## config.mk

```make
export PLATFORM = sky130hd
export DESIGN_NAME = pslv_top
export DESIGN_NICKNAME = d
export VERILOG_FILES = /design/src/common/pslv_pkg.sv /design/src/rtl/pslv_reset_sync.sv /design/src/rtl/pslv_sat_counter.sv /design/src/rtl/pslv_top.sv
export SDC_FILE = /design/constraint.sdc
export NUM_CORES = 1
export LEC_CHECK = 0
export BUFFER_PORTS_ARGS = -buffer_cell sky130_fd_sc_hd__buf_4
export CORE_AREA = 4 4 431 433
export DETAILED_ROUTE_END_ITERATION = 12
export DIE_AREA = 0 0 435 437
export PLACE_DENSITY_LB_ADDON = 0.15
export SLEW_MARGIN = 20
export SYNTH_ARGS = -nofsm -noshare
export SYNTH_HDL_FRONTEND = slang
export SYNTH_SLANG_ARGS = --single-unit
export TNS_END_PERCENT = 5
```

## constraint.sdc

```tcl
create_clock -name clk_sys -period 5.1 [get_ports clk_sys]
set_input_delay 0.51 -clock clk_sys [delete_from_list [all_inputs] [get_ports clk_sys]]
set_output_delay 0.51 -clock clk_sys [all_outputs]
set_load 0.005 [all_outputs]
```

## src/common/pslv_pkg.sv

```systemverilog
// package: bit positions, offsets, reset values and widths for the status vector latching block
package pslv_pkg;
    // ---------------------------------------------------------------
    // vector widths
    // ---------------------------------------------------------------
    localparam int CFG_W  = 536;
    localparam int STS_W  = 448;
    // ---------------------------------------------------------------
    // control vector pulse bits (base of the 8-bit pulse group)
    // ---------------------------------------------------------------
    localparam int CFG_PULSE_LSB   = 512;
    localparam int PL_SET_PMA_LINK = 0;   // control bit 512
    localparam int PL_CLR_PMA_FLT  = 1;   // control bit 513
    localparam int PL_SET_PCS_LINK = 4;   // control bit 516
    localparam int PL_CLR_PCS_FLT  = 5;   // control bit 517
    localparam int PL_CLR_STATUS2  = 6;   // control bit 518
    localparam int PL_CLR_TP_CNT   = 7;   // control bit 519
    // ---------------------------------------------------------------
    // status vector positions
    // ---------------------------------------------------------------
    localparam int SV_PMA_LINK   = 18;
    localparam int SV_PMA_FAULT  = 23;
    localparam int SV_PMA_RXF    = 42;
    localparam int SV_PMA_TXF    = 43;
    localparam int SV_SIG_DET    = 48;
    localparam int SV_INFO_LSB   = 192;
    localparam int SV_INFO_MSB   = 207;
    localparam int SV_PCS_LINK   = 226;
    localparam int SV_PCS_FAULT  = 231;
    localparam int SV_PCS_RXF    = 250;
    localparam int SV_PCS_TXF    = 251;
    localparam int SV_LOCK       = 256;
    localparam int SV_HIBER      = 257;
    localparam int SV_ALIGN      = 268;
    localparam int SV_ERRB_LSB   = 272;
    localparam int SV_ERRB_MSB   = 279;
    localparam int SV_BER_LSB    = 280;
    localparam int SV_BER_MSB    = 285;
    localparam int SV_LH_HIBER   = 286;
    localparam int SV_LL_LOCK    = 287;
    localparam int SV_TP_LSB     = 288;
    localparam int SV_TP_MSB     = 303;
    // ---------------------------------------------------------------
    // counter widths and latch reset values
    // ---------------------------------------------------------------
    localparam int ERRB_W = 8;
    localparam int BER_W  = 6;
    localparam int TP_W   = 16;
    localparam int NLL    = 3;
    localparam int NLH    = 5;
    localparam logic [NLL-1:0] LL_RST = 3'h0;
    localparam logic [NLH-1:0] LH_RST = 5'h01;
    // ---------------------------------------------------------------
    // register offsets (byte addresses)
    // ---------------------------------------------------------------
    localparam logic [7:0] OFS_PULSE  = 8'h00;
    localparam logic [7:0] OFS_STATUS = 8'h04;
    localparam logic [7:0] OFS_COUNT  = 8'h08;
    localparam logic [7:0] OFS_IRQ_ST = 8'h0C;
    localparam logic [7:0] OFS_IRQ_MK = 8'h10;
    localparam logic [7:0] OFS_INFO   = 8'h14;
    localparam logic [7:0] IRQ_MASK_RST = 8'h00;
    localparam int NIRQ = 8;
endpackage

```

## src/rtl/pslv_reset_sync.sv

```systemverilog
// reset synchroniser: asynchronous assertion, release on the clock
module pslv_reset_sync (
    // clock and raw reset
    input  wire logic clk_sys,
    input  wire logic resetn,
    // synchronised reset
    output logic      rst_sync_n
);
    logic stage1_reg;
    logic stage2_reg;

    always_ff @(posedge clk_sys or negedge resetn) begin
        if (!resetn) begin
            stage1_reg <= 1'b0;
            stage2_reg <= 1'b0;
        end else begin
            stage1_reg <= 1'b1;
            stage2_reg <= stage1_reg;
        end
    end

    assign rst_sync_n = stage2_reg;
endmodule // pslv_reset_sync

```

## src/rtl/pslv_sat_counter.sv

```systemverilog
// saturating event counter with a clear pulse; a count in the clear cycle survives
module pslv_sat_counter #(
    parameter int WIDTH = 8
) (
    // clock and reset
    input  wire logic             clk_sys,
    input  wire logic             rst_n,
    // control
    input  wire logic             inc,
    input  wire logic             clr,
    // value
    output logic [WIDTH-1:0]      count
);
    logic [WIDTH-1:0] count_reg;
    logic [WIDTH-1:0] count_next;
    wire              at_max = &count_reg;

    assign count_next = clr ? {{(WIDTH-1){1'b0}}, inc}
                      : (inc && !at_max) ? count_reg + 1'b1 : count_reg;

    always_ff @(posedge clk_sys or negedge rst_n) begin
        if (!rst_n) begin
            count_reg <= '0;
        end else begin
            count_reg <= count_next;
        end
    end

    assign count = count_reg;
endmodule // pslv_sat_counter

```

## src/rtl/pslv_top.sv

```systemverilog
// status vector latching block: latches, counters, status vector, interrupt and AHB-Lite slave
// Notes on behaviour
// - link and lock latches drop, set by pulse
// - high-error latch rises, cleared by status-2 pulse
// - pma fault latches cleared by pma pulse
// - pcs fault latches cleared by pcs pulse
// - test-pattern counter cleared by its pulse
// - errored-block and error-rate counters in vector
// - lock, high-error, alignment as single bits
// - test-pattern count in upper field
// - older variant drives fault bits to zero
// - separate receive and transmit fault latches
// - signal detect reported as one bit
// - newer variant carries core information field
// - resets synchronised to the core clock
// - lock bit follows receiver block synchronisation
// - high-error bit follows live error condition
//
// Local design decisions: the AHB-Lite interface to the registers and the register offsets.
module pslv_top #(
    parameter bit          NEWER_VARIANT = 1'b1,
    parameter logic [15:0] CORE_INFO     = 16'h0A5C   // arbitrary value
) (
    // clock and reset
    input  wire logic                        clk_sys,
    input  wire logic                        resetn,
    // control vector from user logic
    input  wire logic [pslv_pkg::CFG_W-1:0]  configuration_vector,
    // receiver conditions and transmit faults
    input  wire logic                        pma_rx_link_up,
    input  wire logic                        pcs_rx_link_up,
    input  wire logic                        block_lock,
    input  wire logic                        high_error_rate_flag,
    input  wire logic                        rx_align_link,
    input  wire logic                        signal_detect,
    input  wire logic                        pma_rx_fault,
    input  wire logic                        pma_tx_fault,
    input  wire logic                        pcs_rx_fault,
    input  wire logic                        pcs_tx_fault,
    // counter events
    input  wire logic                        errored_block_evt,
    input  wire logic                        ber_evt,
    input  wire logic                        test_pattern_err_evt,
    // status vector
    output logic [pslv_pkg::STS_W-1:0]       status_vector,
    // interrupt
    output logic                             irq,
    // AHB-Lite slave
    input  wire logic                        hsel,
    input  wire logic [31:0]                 haddr,
    input  wire logic [1:0]                  htrans,
    input  wire logic                        hwrite,
    input  wire logic [2:0]                  hsize,
    input  wire logic [31:0]                 hwdata,
    input  wire logic                        hready,
    output logic                             hreadyout,
    output logic                             hresp,
    output logic [31:0]                      hrdata
);
    // ---------------------------------------------------------------
    // reset
    // ---------------------------------------------------------------
    logic rst_n;

    pslv_reset_sync u_rst (
        .clk_sys    (clk_sys),
        .resetn     (resetn),
        .rst_sync_n (rst_n)
    );

    // ---------------------------------------------------------------
    // AHB-Lite decode
    // ---------------------------------------------------------------
    logic       dp_wr_reg;
    logic [7:0] dp_addr_reg;
    logic [31:0] hrdata_reg;

    wire        ap_take   = hsel && htrans[1] && hready;
    wire        ap_read   = ap_take && !hwrite;
    wire        wr_pulse  = dp_wr_reg && (dp_addr_reg == pslv_pkg::OFS_PULSE);
    wire        wr_irq_st = dp_wr_reg && (dp_addr_reg == pslv_pkg::OFS_IRQ_ST);
    wire        wr_irq_mk = dp_wr_reg && (dp_addr_reg == pslv_pkg::OFS_IRQ_MK);

    always_ff @(posedge clk_sys or negedge rst_n) begin
        if (!rst_n) begin
            dp_wr_reg   <= 1'b0;
            dp_addr_reg <= 8'h00;
        end else begin
            dp_wr_reg   <= ap_take && hwrite;
            dp_addr_reg <= haddr[7:0];
        end
    end

    // ---------------------------------------------------------------
    // control pulses: user vector or a write-one to the pulse register
    // ---------------------------------------------------------------
    wire [7:0] pl = configuration_vector[pslv_pkg::CFG_PULSE_LSB +: 8]
                  | (wr_pulse ? hwdata[7:0] : 8'h00);

    // ---------------------------------------------------------------
    // latch-low bits: pma link, pcs link, block lock
    // ---------------------------------------------------------------
    logic [pslv_pkg::NLL-1:0] ll_reg;
    wire  [pslv_pkg::NLL-1:0] ll_cond = {block_lock, pcs_rx_link_up, pma_rx_link_up};
    wire  [pslv_pkg::NLL-1:0] ll_set  = {pl[pslv_pkg::PL_CLR_STATUS2],
                                         pl[pslv_pkg::PL_SET_PCS_LINK],
                                         pl[pslv_pkg::PL_SET_PMA_LINK]};

    // ---------------------------------------------------------------
    // latch-high bits: high error, pma rx/tx fault, pcs rx/tx fault
    // ---------------------------------------------------------------
    logic [pslv_pkg::NLH-1:0] lh_reg;
    wire  [3:0] flt_raw = {pcs_tx_fault, pcs_rx_fault, pma_tx_fault, pma_rx_fault};
    wire  [pslv_pkg::NLH-1:0] lh_cond = {flt_raw & {4{NEWER_VARIANT}},
                                         high_error_rate_flag};
    wire  [pslv_pkg::NLH-1:0] lh_clr  = {pl[pslv_pkg::PL_CLR_PCS_FLT],
                                         pl[pslv_pkg::PL_CLR_PCS_FLT],
                                         pl[pslv_pkg::PL_CLR_PMA_FLT],
                                         pl[pslv_pkg::PL_CLR_PMA_FLT],
                                         pl[pslv_pkg::PL_CLR_STATUS2]};

    genvar gi;
    generate
        for (gi = 0; gi < pslv_pkg::NLL; gi++) begin : g_ll
            // a low condition wins over the set pulse
            always_ff @(posedge clk_sys or negedge rst_n) begin
                if (!rst_n) begin
                    ll_reg[gi] <= pslv_pkg::LL_RST[gi];
                end else if (!ll_cond[gi]) begin
                    ll_reg[gi] <= 1'b0;
                end else if (ll_set[gi]) begin
                    ll_reg[gi] <= 1'b1;
                end
            end
        end
        for (gi = 0; gi < pslv_pkg::NLH; gi++) begin : g_lh
            // a high condition wins over the clear pulse
            always_ff @(posedge clk_sys or negedge rst_n) begin
                if (!rst_n) begin
                    lh_reg[gi] <= pslv_pkg::LH_RST[gi];
                end else if (lh_cond[gi]) begin
                    lh_reg[gi] <= 1'b1;
                end else if (lh_clr[gi]) begin
                    lh_reg[gi] <= 1'b0;
                end
            end
        end
    endgenerate

    // ---------------------------------------------------------------
    // live bits
    // ---------------------------------------------------------------
    logic lock_reg;
    logic hiber_reg;
    logic align_reg;
    logic sigdet_reg;

    always_ff @(posedge clk_sys or negedge rst_n) begin
        if (!rst_n) begin
            lock_reg   <= 1'b0;
            hiber_reg  <= 1'b0;
            align_reg  <= 1'b0;
            sigdet_reg <= 1'b0;
        end else begin
            lock_reg   <= block_lock;
            hiber_reg  <= high_error_rate_flag;
            align_reg  <= rx_align_link;
            sigdet_reg <= signal_detect;
        end
    end

    // ---------------------------------------------------------------
    // counters
    // ---------------------------------------------------------------
    logic [pslv_pkg::ERRB_W-1:0] errb_cnt;
    logic [pslv_pkg::BER_W-1:0]  ber_cnt;
    logic [pslv_pkg::TP_W-1:0]   tp_cnt;

    pslv_sat_counter #(.WIDTH(pslv_pkg::ERRB_W)) u_errb (
        .clk_sys (clk_sys),
        .rst_n   (rst_n),
        .inc     (errored_block_evt),
        .clr     (pl[pslv_pkg::PL_CLR_STATUS2]),
        .count   (errb_cnt)
    );
    pslv_sat_counter #(.WIDTH(pslv_pkg::BER_W)) u_ber (
        .clk_sys (clk_sys),
        .rst_n   (rst_n),
        .inc     (ber_evt),
        .clr     (pl[pslv_pkg::PL_CLR_STATUS2]),
        .count   (ber_cnt)
    );
    pslv_sat_counter #(.WIDTH(pslv_pkg::TP_W)) u_tp (
        .clk_sys (clk_sys),
        .rst_n   (rst_n),
        .inc     (test_pattern_err_evt),
        .clr     (pl[pslv_pkg::PL_CLR_TP_CNT]),
        .count   (tp_cnt)
    );

    // ---------------------------------------------------------------
    // status vector
    // ---------------------------------------------------------------
    wire [15:0] info = NEWER_VARIANT ? CORE_INFO : 16'h0000;

    always_comb begin
        status_vector = '0;
        status_vector[pslv_pkg::SV_PMA_LINK]  = ll_reg[0];
        status_vector[pslv_pkg::SV_PCS_LINK]  = ll_reg[1];
        status_vector[pslv_pkg::SV_LL_LOCK]   = ll_reg[2];
        status_vector[pslv_pkg::SV_LH_HIBER]  = lh_reg[0];
        status_vector[pslv_pkg::SV_PMA_RXF]   = lh_reg[1];
        status_vector[pslv_pkg::SV_PMA_TXF]   = lh_reg[2];
        status_vector[pslv_pkg::SV_PCS_RXF]   = lh_reg[3];
        status_vector[pslv_pkg::SV_PCS_TXF]   = lh_reg[4];
        status_vector[pslv_pkg::SV_PMA_FAULT] = lh_reg[1] | lh_reg[2];
        status_vector[pslv_pkg::SV_PCS_FAULT] = lh_reg[3] | lh_reg[4];
        status_vector[pslv_pkg::SV_SIG_DET]   = sigdet_reg;
        status_vector[pslv_pkg::SV_LOCK]      = lock_reg;
        status_vector[pslv_pkg::SV_HIBER]     = hiber_reg;
        status_vector[pslv_pkg::SV_ALIGN]     = align_reg;
        status_vector[pslv_pkg::SV_INFO_MSB:pslv_pkg::SV_INFO_LSB] = info;
        status_vector[pslv_pkg::SV_ERRB_MSB:pslv_pkg::SV_ERRB_LSB] = errb_cnt;
        status_vector[pslv_pkg::SV_BER_MSB:pslv_pkg::SV_BER_LSB]   = ber_cnt;
        status_vector[pslv_pkg::SV_TP_MSB:pslv_pkg::SV_TP_LSB]     = tp_cnt;
    end

    // ---------------------------------------------------------------
    // interrupt: latch-low drops and latch-high rises
    // ---------------------------------------------------------------
    logic [pslv_pkg::NIRQ-1:0] irq_st_reg;
    logic [pslv_pkg::NIRQ-1:0] irq_mk_reg;
    wire  [pslv_pkg::NIRQ-1:0] irq_evt = {lh_cond & ~lh_reg, ll_reg & ~ll_cond};
    wire  [pslv_pkg::NIRQ-1:0] irq_w1c = wr_irq_st ? hwdata[pslv_pkg::NIRQ-1:0] : '0;

    always_ff @(posedge clk_sys or negedge rst_n) begin
        if (!rst_n) begin
            irq_st_reg <= '0;
            irq_mk_reg <= pslv_pkg::IRQ_MASK_RST;
        end else begin
            irq_st_reg <= (irq_st_reg & ~irq_w1c) | irq_evt;
            if (wr_irq_mk) begin
                irq_mk_reg <= hwdata[pslv_pkg::NIRQ-1:0];
            end
        end
    end

    assign irq = |(irq_st_reg & irq_mk_reg);

    // ---------------------------------------------------------------
    // read mux, registered at the address phase
    // ---------------------------------------------------------------
    wire [31:0] st_word = {20'h00000, sigdet_reg, align_reg, hiber_reg, lock_reg,
                           lh_reg, ll_reg};
    wire [31:0] cnt_word = {tp_cnt, 2'h0, ber_cnt, errb_cnt};
    wire [7:0]  ra = haddr[7:0];
    wire [31:0] rd_mux = (ra == pslv_pkg::OFS_STATUS) ? st_word
                       : (ra == pslv_pkg::OFS_COUNT)  ? cnt_word
                       : (ra == pslv_pkg::OFS_IRQ_ST) ? {24'h000000, irq_st_reg}
                       : (ra == pslv_pkg::OFS_IRQ_MK) ? {24'h000000, irq_mk_reg}
                       : (ra == pslv_pkg::OFS_INFO)   ? {16'h0000, info}
                       : 32'h00000000;

    always_ff @(posedge clk_sys or negedge rst_n) begin
        if (!rst_n) begin
            hrdata_reg <= 32'h00000000;
        end else if (ap_read) begin
            hrdata_reg <= rd_mux;
        end
    end

    assign hrdata    = hrdata_reg;
    assign hreadyout = 1'b1;
    assign hresp     = 1'b0;
endmodule // pslv_top

```

==> impl_results.md <==
* DIE HEIGHT at 437 um
* CTS tree: yes
* Area delta synth->final at 32.7%
* Clk sink count at 99
* Initial core utilization at roughly 4.3%
* Top_reg_cell synth: dfrtp_1
* Die area at 190,000 um^2
* Number of distinct library cells after synthesis at 60
* Layout Cell Area excl Fill at 10,300 um^2
* Unrepaired setup endpoints after global routing: false
* Startpoint types: input port
* Setup Skew at 0.0179 ns
* Total CTS buffers at 9
* Pwr Total at roughly 1900 uW
* Maximum VDD drop at 0.144 mV
* Initial drt markers at 167
* Worst Path Max Fanout at 8
* Int Pwr at ~1300 uW
* Site Rows at approximately 160
* Tmin final at 2.49 ns
* Via count at 5,010
* Arrival @ worst endpoint at 2.79 ns
* Number of I/O pins at 1,106
* Register share of total power at between 40% and 50%
* Post-Synthesis Cells at 847
* Post-synthesis area per instance at 9.16 um^2
* Global-route wire length before repair at around 45,000 um
* Max clock buf depth at 2
* Slew Limit Fails at 0
* Post-DR vias/cell at 1.50
* Sw Ratio at between 30% and 40%
* Combinational power share at approximately an eighth
* # resized after CTS at 0
* Largest register FFs at 30
* Vias in the first global route at between 4,000 and 5,000
* Dpl cell area at 9990 um^2
* Relative slew margins at 24.9%
* Final ANT Viol Nets at 0
* Clock share of power at between 40% and 50%
* Period utilization at roughly half
* Final Setup Violations at 0
* Drt drc at 0
* Post-synth EDFFs at 0
* Critical path capture point type: flip-flop
* Final net count at 1,582
* Chip width at 435 um
* Kind of critical path: input port to flip-flop
* Pre-CTS WS at 1.97 ns
* Post-route worst setup slack at 2.61 ns
* Outcome: finished, final reports clean
* Final Hold Fails at 0
* Largest net degree at the start of global routing at 98
* Congestion Overflow GR at 0
* Routed len/inst at 10.5 um
* Gpl congestion at 0.606
* Synth warn at 0
* Async S/R FF share, synth at 100%
* Drt total wl at 35,300 um
* Initial antenna violation count at 7
* Fmax at 0.402 GHz
* Clock latency at the later pin of the worst-skew pair at 0.41 ns
* Post-CTS setup buffer count at 0
* Critical Path RT at 5.41 ns
* Net Switching at 626 uW
* Setup_tns at 0 ns
* Drt first pass iters at 4
* Share of layout cells above drive strength 1 at between 10% and 20%
* Leak at 0.00409 uW
* Clk root buf: clkbuf_16
* H-tree levels at 3
* Least-Margin Pin Slew at 1.12 ns
* GRT Total Usage at under 10%
* Reg clk slew, reported paths at roughly 0.090 ns
* Hpwl dp at 28,700 um
* IO Port Bufs at 115
* Synth Register Bits at 99
* Core box area at 182,000 um^2
* Pwr dens at 184 nW/um^2
* Max-cap violations at 0
* Post-Syn Area at 7760 um^2
* Hold/Removal Path Class: input port to flip-flop
* Register area share after synthesis at a little under a third
* Fin util at 5.65%
==> power by group through the flow <==
| stage | Clock [uW] | Combinational [uW] | Sequential (uW) |
|---|---|---|---|
| after floorplan | 0 | 350 | 850 |
| after global placement | 0 | 246 | 861 |
| after CTS | 896 | 246 | 845 |
| after global routing | 898 | 284 | 847 |
| final | 808 | 245 | 843 |
| after detailed placement | 0 | 245 | 861 |
==> worst max-delay path, cell delays in order <==
cell and delay, ns:
buf_4 0.12, or3_1 0.59, nor3_4 0.64, o21ai_0 0.57, o31ai_1 0.34
==> path summary, 6_finish.rpt <==
kind                                   from                 to  slack (ns)  cells past startpoint
hold reg to reg            u_rst.rst_sync_n  status_vector[42]        0.34                      1
hold / removal                signal_detect         sigdet_reg        0.20                      1
max in group asynchronous  u_rst.rst_sync_n     u_ber.count[2]        4.05                      1
setup reg to reg             dp_addr_reg[5]      u_tp.count[4]        2.84                      4
min in group asynchronous  u_rst.rst_sync_n  status_vector[42]        0.34                      1
setup / recovery                   haddr[5]          hrdata[9]        2.61                      5
==> kinds of logic after synthesis <==
logic type	synth area share, %
muxes	2.19
buffers and inverters	42.1
other	0.0968
xor gates and xnor gates	0.903
DFF	31.9
adders and majority gates	0.484
and+or+nand+nor	9.90
AOI/OAI and AO/OA	12.4
==> cell type report <==
| cell class | count | area (um^2) |
|---|---|---|
| Sequential cell | 99 | 2480 |
| Antenna cell | 1 | 2.50 |
| Clock buffer | 12 | 246 |
| Multi-Input combinational cell | 711 | 3550 |
| Tap cell | 2385 | 2980 |
| Fill cell | 21400 | 172000 |
| Timing Repair Buffer | 121 | 923 |
| Clock inverter | 4 | 51.3 |
| Inverter | 14 | 52.6 |
==> what timing repair did <==
item,4_1_cts,5_1_grt
setup endpoints to repair,0,0
hold endpoints to repair,2,0
hold buffers,1,0
==> cells in the mapped netlist, drive strengths merged, types with 5 or more instances <==
master	number	area, um^2
a211oi	5	37.5
inv	14	52.6
buf	422	3170
nand3	11	60.1
and4	5	43.8
nand4	7	43.8
and3	9	56.3
o2111ai	6	52.6
mux2	8	90.1
a21o	5	37.5
a21oi	23	115
clkbuf	6	22.5
dfrtp	98	2450
xor2	5	43.8
o31ai	9	67.6
nor2	19	71.3
nand2	41	154
nor3	13	76.3
mux2i	8	80.1
or3	12	75.1
nand2b	7	43.8
a22o	27	256
o21ai	19	95.1
a22oi	10	75.1
and2	5	32.5
==> routing by layer <==
layer  share of wire [%]  global-route usage, %
met1                  39                   3.94
met2                  50                   6.20
met3                 9.8                   1.64
met4                 1.5                  0.843
met5               0.077                      0
==> per-stage QoR <==
| step | std cells | hold slack (ns) |
|---|---|---|
| after floorplan | 1254 | 0.214 |
| after global placement | 3329 | 0.296 |
| after detailed placement | 3329 | 0.295 |
| after CTS | 3346 | 0.132 |
| after global routing | 3346 | 0.151 |
| final | 3347 | 0.202 |
==> cells in the final DEF, fill, tap and decap left out, types with 5 or more instances in the layout <==
cell type / count
a22oi_1: 10
nand2b_1: 7
nand3_1: 10
inv_1: 14
o31ai_1: 9
a211oi_1: 5
xor2_1: 5
clkbuf_16: 9
nand4_1: 7
nand2_1: 41
and4_1: 5
mux2i_1: 8
mux2_2: 8
a21oi_1: 23
a21o_1: 5
and3_1: 9
or3_1: 12
a22o_1: 11
o2111ai_1: 6
nor3_1: 11
a22o_2: 16
dfrtp_1: 97
conb_1: 409
nor2_1: 19
buf_4: 119
o21ai_0: 18
Power figures use the tool's default switching activity.
